## src/hdl/tasm_pkg.sv

```systemverilog
package tasm_pkg;
  // ---------------------------------------------
  // Register indexes (command bytes)
  // ---------------------------------------------
  localparam logic [7:0] REG_REMOTE1 = 8'h01;
  localparam logic [7:0] REG_CONFIG1 = 8'h41;
  localparam logic [7:0] REG_ALERT_MASK = 8'h42;
  localparam logic [7:0] REG_OVERTEMP_MASK_CONFIG = 8'h43;
  localparam logic [7:0] REG_ALERT_STATUS = 8'h44;
  localparam logic [7:0] REG_OT_STATUS = 8'h45;
  localparam logic [7:0] REG_FAULT_STATUS = 8'h46;
  localparam logic [7:0] REG_LOCAL_ALERT_LIM = 8'h17;
  localparam logic [7:0] REG_REMOTE_ALERT_LIM = 8'h11;
  localparam logic [7:0] REG_REMOTE_OT_LIM = 8'h21;
  localparam logic [7:0] REG_MFR_ID = 8'h0A;
  // ---------------------------------------------
  // Reset values and field layout
  // ---------------------------------------------
  localparam logic [7:0] RST_ZERO = 8'h00;
  localparam logic [7:0] RST_LOCAL_ALERT_LIM = 8'h5A;
  localparam logic [55:0] RST_ALERT_LIM = 56'h5A_64_64_64_64_7F_6E;
  localparam logic [47:0] RST_OT_LIM = 48'h5A_5A_7F_00_00_6E;
  localparam logic [5:0] OT_CHAN_MASK = 6'h39;
  localparam logic [7:0] OT_CFG_WMASK = 8'h39;
  localparam logic [7:0] ALERT_MASK_WMASK = 8'h7F;
  localparam logic [7:0] CFG1_WMASK = 8'hF8;
  localparam int CFG1_RCANCEL_BIT = 3;
  localparam logic [7:0] OT_HYST = 8'h04;
  localparam logic [7:0] MFR_ID_VALUE = 8'h11; // Arbitrary value
  // ---------------------------------------------
  // Timing
  // ---------------------------------------------
  localparam int CLK_HZ = 10_000_000;
  localparam int RCANCEL_EXTRA_MS = 125;
  localparam int RCANCEL_EXTRA_CYC = RCANCEL_EXTRA_MS * (CLK_HZ / 1000);
  localparam int SLOT_CYC = 16;
  localparam int NCH = 7;
endpackage : tasm_pkg

```

## src/hdl/tasm_chan.sv

```systemverilog
`timescale 1ns/1ps
module tasm_chan (
  // Clock and reset
  input wire logic ref_clk,
  input wire logic reset,
  // Result strobe, temperature, limits and enable
  input wire logic result_valid,
  input wire logic [7:0] temp,
  input wire logic [7:0] alert_limit,
  input wire logic [7:0] ot_limit,
  input wire logic ot_en,
  // Flags
  output logic alert_hit,
  output logic ot_active_r
);
  logic ot_nxt;
  wire above_alert = temp > alert_limit;
  wire above_ot = temp > ot_limit;
  wire below_hyst = {1'b0, temp} < ({1'b0, ot_limit} - {1'b0, tasm_pkg::OT_HYST});
  assign alert_hit = result_valid && above_alert;
  // Condition latches until temperature drops under limit minus hysteresis
  assign ot_nxt = !ot_en ? 1'b0 : (result_valid && above_ot) ? 1'b1 : (result_valid && below_hyst) ? 1'b0 : ot_active_r;
  always_ff @(posedge ref_clk) begin
    if (reset) begin
      ot_active_r <= 1'b0;
    end else begin
      ot_active_r <= ot_nxt;
    end
  end
endmodule : tasm_chan

```

## src/hdl/tasm_top.sv

```systemverilog
`timescale 1ns/1ps
module tasm_top #(
  parameter int RCANCEL_CYC = tasm_pkg::RCANCEL_EXTRA_CYC,
  parameter int SLOT_CYC = tasm_pkg::SLOT_CYC
) (
  // Clock and reset
  input wire logic ref_clk,
  input wire logic reset,
  // Register port
  input wire logic reg_wr,
  input wire logic reg_rd,
  input wire logic [7:0] reg_addr,
  input wire logic [7:0] reg_wdata,
  output logic [7:0] reg_rdata_r,
  // Measurement front end
  input wire logic [55:0] temp_in,
  input wire logic [5:0] diode_open,
  input wire logic [5:0] anode_at_supply,
  output logic [2:0] meas_chan_r,
  output logic rcancel_active_r,
  // Alarm outputs
  output logic alert_output_r,
  output logic overtemp_output_r
);
  localparam int NCH = tasm_pkg::NCH;
  initial begin
    if (RCANCEL_CYC < 1 || SLOT_CYC < 2) begin
      $error("tasm_top: slot counts too small");
    end
  end
  // ---------------------------------------------
  // Registers
  // ---------------------------------------------
  logic [7:0] cfg1_r, alert_mask_r, ot_mask_r, alert_stat_r, ot_stat_r, fault_stat_r;
  logic [55:0] alert_lim_r;
  logic [47:0] ot_lim_r;
  logic [2:0] chan_r, chan_nxt;
  logic [31:0] slot_cnt_r;
  logic [6:0] valid_vec;
  logic [6:0] alert_hit;
  logic [5:0] ot_act;
  // Marks the cycle after a remote conversion, when its latched condition is fresh
  logic [5:0] ot_done_r;
  wire wr_cfg1 = reg_wr && reg_addr == tasm_pkg::REG_CONFIG1;
  wire wr_amask = reg_wr && reg_addr == tasm_pkg::REG_ALERT_MASK;
  wire wr_otmask = reg_wr && reg_addr == tasm_pkg::REG_OVERTEMP_MASK_CONFIG;
  wire rd_astat = reg_rd && reg_addr == tasm_pkg::REG_ALERT_STATUS;
  wire rd_otstat = reg_rd && reg_addr == tasm_pkg::REG_OT_STATUS;
  wire [7:0] lim_idx = reg_addr - tasm_pkg::REG_REMOTE_ALERT_LIM;
  wire [7:0] otl_idx = reg_addr - tasm_pkg::REG_REMOTE_OT_LIM;
  wire wr_alim = reg_wr && (lim_idx < 8'h07);
  wire wr_otlim = reg_wr && (otl_idx < 8'h06) && tasm_pkg::OT_CHAN_MASK[otl_idx[2:0]];
  // ---------------------------------------------
  // Sequencer
  // ---------------------------------------------
  wire [5:0] fault_now = diode_open | anode_at_supply;
  wire rcancel_on = cfg1_r[tasm_pkg::CFG1_RCANCEL_BIT];
  // Only channel 1 (slot 0) gets the cancellation time
  wire [31:0] slot_len = (chan_r == 3'h0 && rcancel_on) ? SLOT_CYC + RCANCEL_CYC : SLOT_CYC;
  wire slot_end = slot_cnt_r >= slot_len - 1;
  // Next non-faulted channel; local (6) is never skipped
  always_comb begin
    chan_nxt = 3'h6;
    for (int k = 6; k >= 1; k--) begin
      int c;
      c = chan_r + k;
      if (c >= NCH) c = c - NCH;
      if (c == 6 || !fault_now[c]) chan_nxt = 3'(c);
    end
  end
  always_ff @(posedge ref_clk) begin
    if (reset) begin
      chan_r <= 3'h6;
      slot_cnt_r <= 32'h0;
    end else if (slot_end) begin
      chan_r <= chan_nxt;
      slot_cnt_r <= 32'h0;
    end else begin
      slot_cnt_r <= slot_cnt_r + 32'h1;
    end
  end
  genvar g;
  generate
    for (g = 0; g < NCH; g++) begin : g_ch
      assign valid_vec[g] = slot_end && chan_r == 3'(g);
      if (g < 6) begin : g_rem
        tasm_chan u_ch (
          .ref_clk(ref_clk),
          .reset(reset),
          .result_valid(valid_vec[g]),
          .temp(temp_in[8*g +: 8]),
          .alert_limit(alert_lim_r[8*g +: 8]),
          .ot_limit(ot_lim_r[8*g +: 8]),
          .ot_en(tasm_pkg::OT_CHAN_MASK[g]),
          .alert_hit(alert_hit[g]),
          .ot_active_r(ot_act[g])
        );
      end else begin : g_loc
        assign alert_hit[g] = valid_vec[g] && temp_in[8*g +: 8] > alert_lim_r[8*g +: 8];
      end
    end
  endgenerate
  // ---------------------------------------------
  // Status and config registers
  // ---------------------------------------------
  // Only the channel that just converted may set its bit, so a read stays clear until then
  wire [7:0] ot_set = {2'b00, ot_act & ot_done_r} & {2'b00, tasm_pkg::OT_CHAN_MASK};
  // Set wins over read-clear
  wire [7:0] astat_nxt = ((rd_astat ? 8'h00 : alert_stat_r) | {1'b0, alert_hit}) & 8'h7F;
  wire [7:0] otstat_nxt = (rd_otstat ? 8'h00 : ot_stat_r) | ot_set;
  wire [6:0] amask7 = alert_mask_r[6:0];
  wire [5:0] otmask6 = ot_mask_r[5:0];
  wire alert_any = |(astat_nxt[6:0] & ~amask7);
  // Output follows condition, not status bits, so a read cannot release it
  wire ot_any = |(ot_act & tasm_pkg::OT_CHAN_MASK & ~otmask6);
  always_ff @(posedge ref_clk) begin
    if (reset) begin
      cfg1_r <= tasm_pkg::RST_ZERO;
      alert_mask_r <= tasm_pkg::RST_ZERO;
      ot_mask_r <= tasm_pkg::RST_ZERO;
      alert_stat_r <= tasm_pkg::RST_ZERO;
      ot_stat_r <= tasm_pkg::RST_ZERO;
      fault_stat_r <= tasm_pkg::RST_ZERO;
      alert_lim_r <= tasm_pkg::RST_ALERT_LIM;
      ot_lim_r <= tasm_pkg::RST_OT_LIM;
      alert_output_r <= 1'b0;
      overtemp_output_r <= 1'b0;
      meas_chan_r <= 3'h6;
      rcancel_active_r <= 1'b0;
      ot_done_r <= 6'h00;
    end else begin
      ot_done_r <= valid_vec[5:0];
      if (wr_cfg1) cfg1_r <= reg_wdata & tasm_pkg::CFG1_WMASK;
      if (wr_amask) alert_mask_r <= reg_wdata & tasm_pkg::ALERT_MASK_WMASK;
      if (wr_otmask) ot_mask_r <= reg_wdata & tasm_pkg::OT_CFG_WMASK;
      if (wr_alim) alert_lim_r[8*lim_idx[2:0] +: 8] <= reg_wdata;
      if (wr_otlim) ot_lim_r[8*otl_idx[2:0] +: 8] <= reg_wdata;
      alert_stat_r <= astat_nxt;
      ot_stat_r <= otstat_nxt;
      fault_stat_r <= {1'b0, fault_now, 1'b0};
      alert_output_r <= alert_any;
      overtemp_output_r <= ot_any;
      meas_chan_r <= slot_end ? chan_nxt : chan_r;
      rcancel_active_r <= rcancel_on && (slot_end ? chan_nxt == 3'h0 : chan_r == 3'h0);
    end
  end
  // ---------------------------------------------
  // Read data
  // ---------------------------------------------
  wire [7:0] rd_mux =
    (reg_addr == tasm_pkg::REG_CONFIG1) ? cfg1_r :
    (reg_addr == tasm_pkg::REG_ALERT_MASK) ? alert_mask_r :
    (reg_addr == tasm_pkg::REG_OVERTEMP_MASK_CONFIG) ? ot_mask_r :
    (reg_addr == tasm_pkg::REG_ALERT_STATUS) ? alert_stat_r :
    (reg_addr == tasm_pkg::REG_OT_STATUS) ? ot_stat_r :
    (reg_addr == tasm_pkg::REG_FAULT_STATUS) ? fault_stat_r :
    (reg_addr == tasm_pkg::REG_MFR_ID) ? tasm_pkg::MFR_ID_VALUE :
    (lim_idx < 8'h07) ? alert_lim_r[8*lim_idx[2:0] +: 8] :
    (otl_idx < 8'h06) ? ot_lim_r[8*otl_idx[2:0] +: 8] : 8'h00;
  always_ff @(posedge ref_clk) begin
    if (reset) reg_rdata_r <= 8'h00;
    else if (reg_rd) reg_rdata_r <= rd_mux;
  end
  // ---------------------------------------------
  // Assertions
  // ---------------------------------------------
  ot_mask_reset_a: assert property (@(posedge ref_clk) $fell(reset) |-> ot_mask_r == 8'h00)
    else $error("ot mask not zero after reset");
  ot_mask_resv_a: assert property (@(posedge ref_clk) disable iff (reset) (ot_mask_r & 8'hC6) == 8'h00)
    else $error("ot mask reserved bit set");
  astat_msb_a: assert property (@(posedge ref_clk) disable iff (reset) !alert_stat_r[7])
    else $error("alert status msb set");
  remote_alert_a: assert property (@(posedge ref_clk) disable iff (reset) alert_hit[0] |=> alert_stat_r[0])
    else $error("remote alert bit not set");
  local_alert_a: assert property (@(posedge ref_clk) disable iff (reset) alert_hit[6] |=> alert_stat_r[6])
    else $error("local alert bit not set");
  rcancel_slot_a: assert property (@(posedge ref_clk) disable iff (reset)
    (slot_cnt_r == 32'h0 && chan_r == 3'h0 && rcancel_on) |-> slot_len == 32'(SLOT_CYC + RCANCEL_CYC))
    else $error("cancel slot length wrong");
  fault_skip_a: assert property (@(posedge ref_clk) disable iff (reset)
    (slot_end && chan_nxt != 3'h6) |-> !fault_now[chan_nxt])
    else $error("faulted channel measured");
  fault_bits_a: assert property (@(posedge ref_clk) disable iff (reset) ##1 fault_stat_r == {1'b0, $past(fault_now), 1'b0})
    else $error("fault status mismatch");
  alert_mask_a: assert property (@(posedge ref_clk) disable iff (reset)
    (astat_nxt[6:0] & alert_mask_r[6:0]) == astat_nxt[6:0] |=> !alert_output_r)
    else $error("masked alert asserted");
  ot_hold_a: assert property (@(posedge ref_clk) disable iff (reset)
    rd_otstat && ot_any ##1 ot_any |=> overtemp_output_r)
    else $error("ot output released by read");
  ot_out_a: assert property (@(posedge ref_clk) disable iff (reset) ##1 overtemp_output_r == $past(ot_any))
    else $error("ot output mismatch");
  c_alert_c: cover property (@(posedge ref_clk) alert_output_r);
  c_ot_c: cover property (@(posedge ref_clk) overtemp_output_r);
  c_skip_c: cover property (@(posedge ref_clk) slot_end && fault_now != 6'h00);
  c_rcancel_c: cover property (@(posedge ref_clk) rcancel_active_r);
endmodule : tasm_top

```

## config.mk

```make
export PLATFORM = sky130hd
export DESIGN_NAME = tasm_top
export DESIGN_NICKNAME = d
export VERILOG_FILES = /design/src/hdl/tasm_pkg.sv /design/src/hdl/tasm_chan.sv /design/src/hdl/tasm_top.sv
export SDC_FILE = /design/constraint.sdc
export NUM_CORES = 1
export LEC_CHECK = 0
export ABC_CLOCK_PERIOD_IN_PS = 11190
export BUFFER_PORTS_ARGS = -buffer_cell sky130_fd_sc_hd__buf_2
export CORE_MARGIN = 5
export CORE_UTILIZATION = 45
export CTS_BUF_LIST = sky130_fd_sc_hd__clkbuf_8
export DETAILED_ROUTE_END_ITERATION = 7
export PLACE_DENSITY_LB_ADDON = 0.08
export RECOVER_POWER = 25
export SKIP_LAST_GASP = 1
export SLEW_MARGIN = 0
export SYNTH_ARGS = -nofsm -noshare
export SYNTH_HDL_FRONTEND = slang
export SYNTH_SLANG_ARGS = --single-unit
```

## constraint.sdc

```tcl
create_clock -name ref_clk -period 11.19 [get_ports ref_clk]
set_input_delay 2.7975 -clock ref_clk [delete_from_list [all_inputs] [get_ports ref_clk]]
set_output_delay 2.7975 -clock ref_clk [all_outputs]
set_load 0.03 [all_outputs]
```

==> impl_results.rst, run 1 <==
.. list-table::
   :header-rows: 1

   * - Metric
     - Value
   * - Worst slew margin
     - -1.649
   * - Startpoint-to-endpoint class of the critical path
     - in2reg
   * - Number of buffer cells added on primary ports
     - 101
   * - Flop and latch count out of synthesis
     - ~190
   * - Clock period minus final worst setup slack
     - 8169 ps
   * - Proportion of layout cells with a drive suffix above 1
     - 0.1107
   * - Half-perimeter wire length after detailed placement
     - ~31,000 um
   * - Clock transition at the registers of the reported paths
     - around 90 ps
   * - Count of final max-slew check failures
     - ~170
   * - Synth Flop Type
     - dfxtp_1
   * - First-pass GRT wire length
     - approximately 62,000 um
   * - Setup fix buffers added after clock tree synthesis
     - 0
   * - Violations in the final reports
     - max-capacitance violations, max-slew violations
   * - Post-route worst hold slack
     - between 400 and 500 ps
   * - Setup WS pre-CTS
     - 3796 ps
   * - Root buf cell
     - clkbuf_8
   * - Ordered list of cells on the worst path
     - clkbuf_1 > clkbuf_1 > or2_0 > buf_4 > nor2_1
   * - TritonCTS clock tree
     - yes
   * - Count of max-cap constraint violations
     - 2
   * - Crit path arrival time
     - between 8000 and 9000 ps
   * - Most common cell type on the critical path
     - clkbuf_1
   * - HP Class
     - reg2reg
   * - Final Cycle Share
     - 0.7300
   * - Maximum frequency from static timing analysis
     - about 0.12 GHz
   * - Via count of the first global-routing pass
     - about 11,000
   * - Leading area contributor after synthesis
     - dfxtp_1
   * - Required time worst endpoint
     - 11,540 ps
   * - Via count normalized by instance count
     - 5.711
   * - Core utilization of the finished layout
     - 0.4966
   * - Area used by multi-input combinational logic
     - approximately 8500 um^2
   * - Number of nets with antenna violations after routing
     - 0
   * - Routability cong.
     - 0.9937
   * - Outcome
     - complete, but fails checks
   * - CP endpoint
     - slot_cnt_r[12]$_SDFF_PP0_
   * - Critical path startpoint category
     - input pin
   * - Total Routing Usage GR
     - 0.2402
   * - PwrDens
     - 147.5 nW/um^2
   * - Chip width
     - 180.7 um
   * - Yosys synthesis warning count
     - 0
   * - RR Startpoint
     - meas_chan_r[0]$_SDFFE_PP0P_
   * - Resized Gates After CTS
     - 0
   * - Number of design-rule violations left by the first detailed-router iteration
     - 977
   * - Post-cts hold buffer count
     - 0
   * - FP Rows
     - 62
   * - Most area-consuming cells after synthesis
     - dfxtp_1, ha_1, nor2_1
   * - Number of buffers between clock root and the deepest sink
     - 2
   * - Count of clock tree sinks
     - 191
   * - Cell count along the critical path
     - 5
   * - R2r setup slk
     - between 6000 and 7000 ps
   * - Setup violation total in the final timing report
     - 0
   * - Area of all sequential standard cells
     - 3824 um^2
   * - Critical Path Start
     - reset
   * - Placeable Area
     - 28,700 um^2
   * - Floorplan die area
     - approximately 33,000 um^2
   * - Clock latency at the later pin of the worst-skew pair
     - 480 ps
   * - Average cell area after synthesis
     - 8.306 um^2
   * - Yosys cell types
     - between 80 and 90
   * - Hold path startpoint
     - cfg1_r[4]$_SDFFE_PP0P_
   * - Die H
     - ~180 um
   * - Crit. End Element
     - flop
   * - Total of fill cells in the finished design
     - between 2,000 and 3,000
   * - Per-cell routed wire length
     - just under 20 um
   * - Total number of vias
     - 11,590
   * - Antenna violations before repair
     - 1
   * - Setup WS post-layout
     - ~3000 ps
   * - Largest net degree at the start of global routing
     - between 90 and 100
   * - RSZ-0062 raised after global routing
     - false
   * - Starting utilization of the core area
     - 0.4569
   * - Mapped Cells
     - between 1,500 and 2,000
   * - Cell type group with the largest total delay on the critical path
     - buffers and inverters
   * - Count of flip-flops with a built-in enable after synthesis
     - 0
   * - Proportion of synthesized chip area in sequential cells
     - 0.2915
   * - Cell type of the slowest stage on the worst timing path
     - clkbuf_1
   * - Final hold violations
     - 0
   * - Worst setup skew after layout
     - 22.22 ps
   * - Final routed wirelength across all metal layers
     - 40,200 um
   * - Largest fanout on the critical path
     - 92
   * - Number of top-level pins
     - between 100 and 150
   * - Async set-reset flop share out of synthesis
     - 0
   * - Total power
     - 0.002103 W
   * - Setup tns final
     - 0 ps
   * - R2R depth
     - 11
   * - Post-synthesis to final-layout area growth
     - 8.691%
   * - Nets@finish
     - 1,867
   * - Number of DRC violations after detailed routing
     - 0
   * - Fraction of synthesized cell area taken by the top area cell type
     - 0.2915
   * - Worst vdd ir
     - 0.08855 mV
   * - Worst path buffer plus inverter count
     - 3
   * - Delay of the slowest cell on the worst path
     - 2730 ps
   * - Tightest Pin Transition
     - a little under 4000 ps
   * - RR Endpoint
     - alert_output_r$_SDFF_PP0_
   * - Level count of the clock H-tree
     - 4
   * - Length of the first detailed-routing pass in iterations
     - 7
   * - Static leakage
     - 6.314 nW
   * - Overflow left after global routing
     - 0
   * - Post-synth design cell area
     - approximately 13,000 um^2
   * - Clock buffers created by TritonCTS
     - 17
-- worst min path at each step --
stage	to	slack (ps)	cells after the start
final	cfg1_r[4]$_SDFFE_PP0P_	460	2
after global routing	slot_cnt_r[0]$_SDFF_PP0_	490	1
after floorplan	slot_cnt_r[0]$_SDFF_PP0_	420	1
after global placement	slot_cnt_r[0]$_SDFF_PP0_	430	1
after CTS	cfg1_r[5]$_SDFFE_PP0P_	460	2
after detailed placement	cfg1_r[5]$_SDFFE_PP0P_	450	2
-- through the flow --
stage / cell area [um^2] / std cells
2_1_floorplan: 13150 / 1588
3_3_place_gp: 13840 / 1996
3_5_place_dp: 13840 / 1996
4_1_cts: 14280 / 2028
5_1_grt: 14250 / 2028
6_report: 14250 / 2029
-- final cells by class --
cell class                      count  area share
Multi-Input combinational cell   1182      0.5948
Inverter                          130     0.03423
Clock inverter                     14     0.01334
Antenna cell                        1   0.0001755
Clock buffer                       18     0.01738
Timing Repair Buffer              109     0.03818
Tap cell                          384     0.03370
Sequential cell                   191      0.2682
-- kinds of logic after synthesis --
family / after synthesis / share of synthesized area
buffers and inverters: 215 / 0.06459
adder cells (fa/ha/maj): 148 / 0.1418
flip-flops: 191 / 0.2915
other: 1 / 0.0002859
multiplexers: 76 / 0.07775
XOR/XNOR: 41 / 0.02938
AO/OA/AOI/OAI: 374 / 0.2017
AND/OR/NAND/NOR: 533 / 0.1930
-- power by group --
group / switching, W / leakage, nW / internal [W]
Combinational: 0.000525 / 4.53 / 0.000332
Sequential: 0.0000345 / 1.55 / 0.000701
Clock: 0.000260 / 0.230 / 0.000251
Total: 0.000819 / 6.31 / 0.00128
-- flip-flops by register name, summed over array words and instances, names as in the netlist, 5 cells and up --
name / flops
alert_lim_r: 56
alert_mask_r: 7
alert_stat_r: 7
cfg1_r: 5
fault_stat_r: 6
ot_lim_r: 48
reg_rdata_r: 8
slot_cnt_r: 32
-- metal layers --
layer / GRT usage / routed length, um
met1: 0.3142 / 17550
met2: 0.4041 / 18850
met3: 0.04082 / 2494
met4: 0.07925 / 1309
met5: 0 / 0
-- cells in the final DEF (no fill, tap or decap), drive strengths merged, types with 17 or more instances in the layout --
cell type    n
dfxtp      191
nor2       173
ha         147
inv        135
nand2      129
a21oi      106
buf         94
nand3       74
mux2i       49
o21ai       44
a211o       43
clkbuf      33
xnor2       28
a21o        27
nor3        24
and3        21
mux4        20
nor2b       19
nand2b      18
nand4       18
and2        17
-- cell usage after synthesis, drive strengths merged, types with 5 or more instances --
master / n
xnor2: 28
o21bai: 8
ha: 147
nor4: 7
or2: 13
mux2: 7
o21ai: 44
a311o: 10
a211o: 43
o211ai: 13
o31ai: 12
nor2: 173
nand2b: 18
a21o: 27
nand3b: 6
and3: 21
dfxtp: 191
nand3: 74
mux2i: 49
a22oi: 14
o21a: 13
a32oi: 8
xor2: 13
a221oi: 12
nor2b: 19
and2: 17
a222oi: 6
a31oi: 8
o22ai: 7
nand2: 129
clkbuf: 53
nand4: 18
nor3b: 5
nor3: 24
buf: 32
inv: 130
a21oi: 106
mux4: 20
-- tightest hold or removal path: cells and delay by family, from the launching register on --
kind,cells,cell delay [ps]
AO/OA/AOI/OAI,1,50
AND/OR/NAND/NOR,1,50
flip-flops,1,320
Power figures use the tool's default switching activity.
==> run 2, diff against run 1 <==
- ABC_CLOCK_PERIOD_IN_PS: 11190 -> 6800
- clock period: 11.19 -> 6.8 ns (I/O delays scaled with it)
==> run 2 against run 1 <==
Effect of this change: the run still ends with max-capacitance violations, max-slew violations left; sequential share of layout area is essentially flat; cell count about the same; die area unchanged; flip-flop and latch count unchanged; global-route usage up 0.47 points; power grew 62%; largest power group unchanged; highest routed layer is now met5.
==> impl_results.rst, run 2 (synthesized netlist as in run 1, its figures left out) <==
.. list-table::
   :header-rows: 1

   * - Metric
     - Value
   * - Post-cts hold buffer count
     - 0
   * - Total number of vias
     - 11,590
   * - Placeable Area
     - around 29,000 um^2
   * - Chip width
     - approximately 180 um
   * - Busiest metal layer after global routing
     - met2
   * - Hold path startpoint
     - slot_cnt_r[0]$_SDFF_PP0_
   * - Largest regs
     - alert_lim_r (56), ot_lim_r (48), slot_cnt_r (32)
   * - First-pass GRT wire length
     - 63,340 um
   * - Routability cong.
     - about 0.92
   * - Floorplan die area
     - roughly 33,000 um^2
   * - TritonCTS clock tree
     - yes
   * - Clock buffers created by TritonCTS
     - 17
   * - Combinational power share
     - 0.415
   * - Setup tns final
     - 0 ps
   * - Level count of the clock H-tree
     - 4
   * - FP Rows
     - 62
   * - Flip-flop count of the largest register, all copies and words added
     - 56
   * - Register with the most flip-flops
     - alert_lim_r
   * - Outcome
     - complete, but fails checks
   * - Number of design-rule violations left by the first detailed-router iteration
     - 1,114
   * - Final routed wirelength across all metal layers
     - 41,020 um
   * - Sequential cell fraction of total power
     - 0.355
   * - Crit. End Element
     - flop
   * - Startpoint-to-endpoint class of the critical path
     - in2reg
   * - Area of all sequential standard cells
     - 3824 um^2
   * - Root buf cell
     - clkbuf_8
   * - Fraction of power spent switching nets
     - 0.3955
   * - Share of total power in the clock network
     - 0.230
   * - Total Routing Usage GR
     - 0.2449
   * - Final hold violations
     - 0
   * - Post-synthesis to final-layout area growth
     - 8.567%
   * - Finished Layout Cells
     - 2,031
   * - Total power
     - 0.003406 W
   * - HP Class
     - reg2reg
   * - Half-perimeter wire length after detailed placement
     - 31,810 um
   * - Per-cell routed wire length
     - 20.20 um
   * - Clock period minus final worst setup slack
     - 5558 ps
   * - Via count normalized by instance count
     - ~5.7
   * - Area used by multi-input combinational logic
     - 8478 um^2
   * - Number of buffer cells added on primary ports
     - 101
   * - Maximum frequency from static timing analysis
     - 0.1799 GHz
   * - Overflow left after global routing
     - 0
   * - Net switching power
     - 0.001347 W
   * - Nets@finish
     - 1,870
   * - Total of fill cells in the finished design
     - 2,830
   * - Via count of the first global-routing pass
     - 11,030
   * - Met3 track utilization from global routing
     - 0.04263
   * - Tightest Pin Transition
     - 2897 ps
   * - Commonest non-fill, non-tap cell in the layout
     - dfxtp_1
   * - Met2 capacity usage during global routing
     - 0.4050
   * - Number of buffers between clock root and the deepest sink
     - 2
   * - Internal power of the cells
     - 0.002059 W
   * - Crit path arrival time
     - about 5800 ps
   * - Largest fanout on the critical path
     - 65
   * - Critical path startpoint category
     - input pin
   * - Antenna violations before repair
     - 1
   * - Setup violation total in the final timing report
     - 0
   * - Core utilization of the finished layout
     - 0.4961
   * - Starting utilization of the core area
     - 0.4569
   * - Largest net degree at the start of global routing
     - 66
   * - PwrDens
     - 239.2 nW/um^2
   * - Setup WS post-layout
     - roughly 1200 ps
   * - Clock transition at the registers of the reported paths
     - roughly 110 ps
   * - Count of final max-slew check failures
     - 167
   * - Number of nets with antenna violations after routing
     - 0
   * - Count of clock tree sinks
     - between 150 and 200
   * - Clock latency at the later pin of the worst-skew pair
     - 480 ps
   * - Static leakage
     - around 6.3 nW
   * - Worst setup skew after layout
     - 19.02 ps
   * - Resized Gates After CTS
     - 0
   * - Proportion of layout cells with a drive suffix above 1
     - 0.1099
   * - Worst vdd ir
     - 0.1400 mV
   * - Number of antenna diodes
     - 0
   * - Setup WS pre-CTS
     - 1276 ps
   * - Die H
     - 180.7 um
   * - RR Startpoint
     - meas_chan_r[0]$_SDFFE_PP0P_
   * - Highest-count cells in the layout ignoring fill and taps
     - dfxtp_1, nor2_1, ha_1
   * - Placed cells
     - ~2,000
   * - Violations in the final reports
     - max-capacitance violations, max-slew violations
   * - Number of top-level pins
     - 102
   * - Critical Path Start
     - reset
   * - RSZ-0062 raised after global routing
     - false
   * - Required time worst endpoint
     - 7030 ps
   * - Final Cycle Share
     - 0.8173
   * - Length of the first detailed-routing pass in iterations
     - 5
   * - Global-route met1 utilization
     - 0.3299
   * - Setup fix buffers added after clock tree synthesis
     - 0
   * - Number of DRC violations after detailed routing
     - 0
   * - Worst slew margin
     - -0.9313
   * - Count of max-cap constraint violations
     - 3
[run 2: cell count changes in the layout (fill, tap and decap cells not counted)]
cell | previous run | this run
diode_2 | 1 | 0
buf_4 | 7 | 8
a31o_2 | 3 | 2
buf_2 | 87 | 86
clkinv_2 | 2 | 1
inv_2 | 4 | 3
inv_6 | 3 | 2
a31o_1 | 1 | 2
bufinv_16 | 4 | 2
clkbuf_8 | 18 | 20
clkbuf_1 | 15 | 18
clkinvlp_4 | 0 | 3
[run 2: worst paths after layout]
| kind | endpoint | slack [ps] | cells past startpoint |
|---|---|---|---|
| worst max-delay path | alert_output_r$_SDFF_PP0_ | 1240 | 3 |
| worst min-delay path | slot_cnt_r[0]$_SDFF_PP0_ | 460 | 1 |
| worst max register to register | alert_output_r$_SDFF_PP0_ | 2010 | 11 |
| worst min register to register | slot_cnt_r[0]$_SDFF_PP0_ | 460 | 1 |
[run 2: stage by stage]
step                hold WS (ps)  instance area (um^2)
floorplan                  417.5                 13150
global placement           432.1                 13860
detailed placement         444.7                 13860
CTS                        462.5                 14270
global route               475.2                 14240
finish                     457.6                 14240
[run 2: metal layers]
layer	vias to the layer above	routed length (um)
li1	5744	-
met1	5481	18420
met2	319	19210
met3	45	2334
met4	2	1047
met5	-	11
[run 2: final cells by class]
type,instances,share of cell area
inverters,130,0.03427
repair buffers,112,0.03919
multi-input cells,1182,0.5954
flip-flops and latches,191,0.2685
well taps,384,0.03374
clock buffers,20,0.01933
clock inverters,12,0.009490
[run 2: power by group through the flow]
| stage | clock network [W] | logic (W) | registers, W |
|---|---|---|---|
| global route | 0.000842 | 0.00154 | 0.00122 |
| floorplan | 0 | 0.00106 | 0.00123 |
| detailed placement | 0 | 0.00139 | 0.00124 |
| finish | 0.000784 | 0.00141 | 0.00121 |
| global placement | 0 | 0.00139 | 0.00124 |
| CTS | 0.000802 | 0.00139 | 0.00121 |
[run 2: worst max-delay path: stages]
cell      delay [ps]
clkbuf_1        1450
clkbuf_1        2150
o21ai_0          450
==> run 3, diff against run 2 <==
- ABC_CLOCK_PERIOD_IN_PS: 6800 -> 5700
- clock period: 6.8 -> 5.7 ns (I/O delays scaled with it)
==> run 3 against run 2 <==
Effect of this change: the flow still finishes with violations (max-capacitance violations, max-slew violations); sequential share of layout area is essentially flat; utilization is essentially flat; worst setup slack lost 94 ps; critical path depth grew 9; clock skew grew 3.8 ps; register-to-register slack lost 680 ps; die area is the same; flip-flop and latch count is the same; sequential power grew 18%; power grew 19%; global-route usage grew 0.55 points; highest routed layer unchanged.
==> impl_results.rst, run 3 (synthesized netlist as in run 1, its figures left out) <==
.. list-table::
   :header-rows: 1

   * - Metric
     - Value
   * - Outcome
     - complete, but fails checks
   * - Violations in the final reports
     - max-capacitance violations, max-slew violations
   * - Via count of the first global-routing pass
     - 11,220
   * - Clock period minus final worst setup slack
     - 4551 ps
   * - Register with the most flip-flops
     - alert_lim_r
   * - Antenna violations before repair
     - 1
   * - Proportion of layout cells with a drive suffix above 1
     - 0.1116
   * - Tightest Pin Transition
     - about 2200 ps
   * - Crit path arrival time
     - 4860 ps
   * - TritonCTS clock tree
     - yes
   * - Count of clock tree sinks
     - 191
   * - Count of final max-slew check failures
     - 103
   * - PwrDens
     - 284.4 nW/um^2
   * - Clock buffers created by TritonCTS
     - 17
   * - Floorplan die area
     - 32,660 um^2
   * - Number of DRC violations after detailed routing
     - 0
   * - Total Routing Usage GR
     - 0.2504
   * - Worst setup skew after layout
     - approximately 23 ps
   * - Final routed wirelength across all metal layers
     - 41,610 um
   * - Per-cell routed wire length
     - 20.47 um
   * - Post-route worst hold slack
     - 450.2 ps
   * - Starting utilization of the core area
     - 0.4569
   * - Number of antenna diodes
     - 0
   * - Number of top-level pins
     - just over 100
   * - Placeable Area
     - 28,700 um^2
   * - Clock transition at the registers of the reported paths
     - 100 ps
   * - First-pass GRT wire length
     - between 60,000 and 70,000 um
   * - Nets@finish
     - 1,873
   * - Cell type of the slowest stage on the worst timing path
     - inv_1
   * - Setup tns final
     - 0 ps
   * - Total number of vias
     - roughly 12,000
   * - Length of the first detailed-routing pass in iterations
     - 5
   * - Level count of the clock H-tree
     - 4
   * - Crit. End Element
     - flop
   * - Root buf cell
     - clkbuf_8
   * - Number of buffer cells added on primary ports
     - 101
   * - Largest net degree at the start of global routing
     - slightly above 100
   * - Critical path startpoint category
     - input pin
   * - Number of design-rule violations left by the first detailed-router iteration
     - 1,017
   * - RSZ-0062 raised after global routing
     - false
   * - Final hold violations
     - 0
   * - Final Cycle Share
     - 0.7985
   * - Post-synthesis to final-layout area growth
     - 8.663%
   * - Setup fix buffers added after clock tree synthesis
     - 0
   * - Startpoint-to-endpoint class of the critical path
     - in2reg
   * - Ordered list of cells on the worst path
     - clkbuf_1 > inv_1 > ha_1 > buf_4 > xor2_2 > buf_4 > inv_1 > ha_1 > a31oi_1 > nand3_1 > mux2i_1 > nor2_1
   * - Die H
     - 180.7 um
   * - Chip width
     - roughly 180 um
   * - Half-perimeter wire length after detailed placement
     - 32,430 um
   * - Post-cts hold buffer count
     - 0
   * - Number of nets with antenna violations after routing
     - 0
   * - HP Class
     - reg2reg
   * - Worst vdd ir
     - ~0.15 mV
   * - FP Rows
     - 62
   * - Commonest non-fill, non-tap cell in the layout
     - dfxtp_1
   * - Required time worst endpoint
     - 6010 ps
   * - Delay of the slowest cell on the worst path
     - between 500 and 600 ps
   * - Clock latency at the later pin of the worst-skew pair
     - roughly 500 ps
   * - Count of max-cap constraint violations
     - 1
   * - Highest-count cells in the layout ignoring fill and taps
     - dfxtp_1, nor2_1, ha_1
   * - Largest regs
     - alert_lim_r (56), ot_lim_r (48), slot_cnt_r (32)
   * - Resized Gates After CTS
     - 0
   * - Setup violation total in the final timing report
     - 0
   * - Placed cells
     - 2,002
   * - Maximum frequency from static timing analysis
     - around 0.22 GHz
   * - Flip-flop count of the largest register, all copies and words added
     - 56
   * - Core utilization of the finished layout
     - 0.4965
   * - Finished Layout Cells
     - around 2,000
   * - Worst slew margin
     - -0.4852
   * - Static leakage
     - between 6 and 7 nW
   * - Largest fanout on the critical path
     - 20
   * - Via count normalized by instance count
     - 5.716
   * - Routability cong.
     - 0.9430
   * - Number of buffers between clock root and the deepest sink
     - 2
   * - Overflow left after global routing
     - 0
run 3: per-layer routing:
metal  global-route usage  routed length (um)  vias up
li1                     -                   -     5753
met1               0.3385               18340     5448
met2               0.4215               19980      361
met3              0.03620                2439       56
met4              0.06503                 823        2
met5                    0                  19        -
run 3: report_power, final:
group / switching [W] / internal [W] / total [W]
combinational: 0.00104 / 0.000655 / 0.00170
sequential: 0.0000506 / 0.00138 / 0.00143
clock: 0.000511 / 0.000415 / 0.000925
run 3: worst max-delay path: cells and delay by family:
family	cells	cell delay [ps]
simple gates	2	530
compound gates	1	380
fa+ha+maj	2	670
mux	1	310
buf+inv	5	1350
xor+xnor	1	180
run 3: cell type report:
cell class / count / area (um^2)
well taps: 384 / 480.5
repair buffers: 115 / 585.6
inverters: 130 / 488.0
fillers: 2834 / 14450
clock buffers: 19 / 261.5
flip-flops and latches: 191 / 3824
clock inverters: 12 / 133.9
multi-input cells: 1182 / 8478
run 3: path summary, 6_finish.rpt:
kind	start	endpoint	slack, ps	depth (start not counted)
max reg2reg	meas_chan_r[0]$_SDFFE_PP0P_	rcancel_active_r$_SDFF_PP0_	1330	11
min	slot_cnt_r[0]$_SDFF_PP0_	slot_cnt_r[0]$_SDFF_PP0_	450	1
max	reg_addr[0]	ot_lim_r[47]$_SDFFE_PP0P_	1150	12
min reg2reg	slot_cnt_r[0]$_SDFF_PP0_	slot_cnt_r[0]$_SDFF_PP0_	450	1
run 3: through the flow:
stage / power (W) / instance area (um^2) / setup slack, ps
after global placement: 0.003147 / 13880 / 1178
after CTS: 0.004071 / 14280 / 1656
after detailed placement: 0.003145 / 13880 / 1137
after global routing: 0.004307 / 14250 / 892.1
after floorplan: 0.002730 / 13150 / 1258
final: 0.004053 / 14250 / 1149
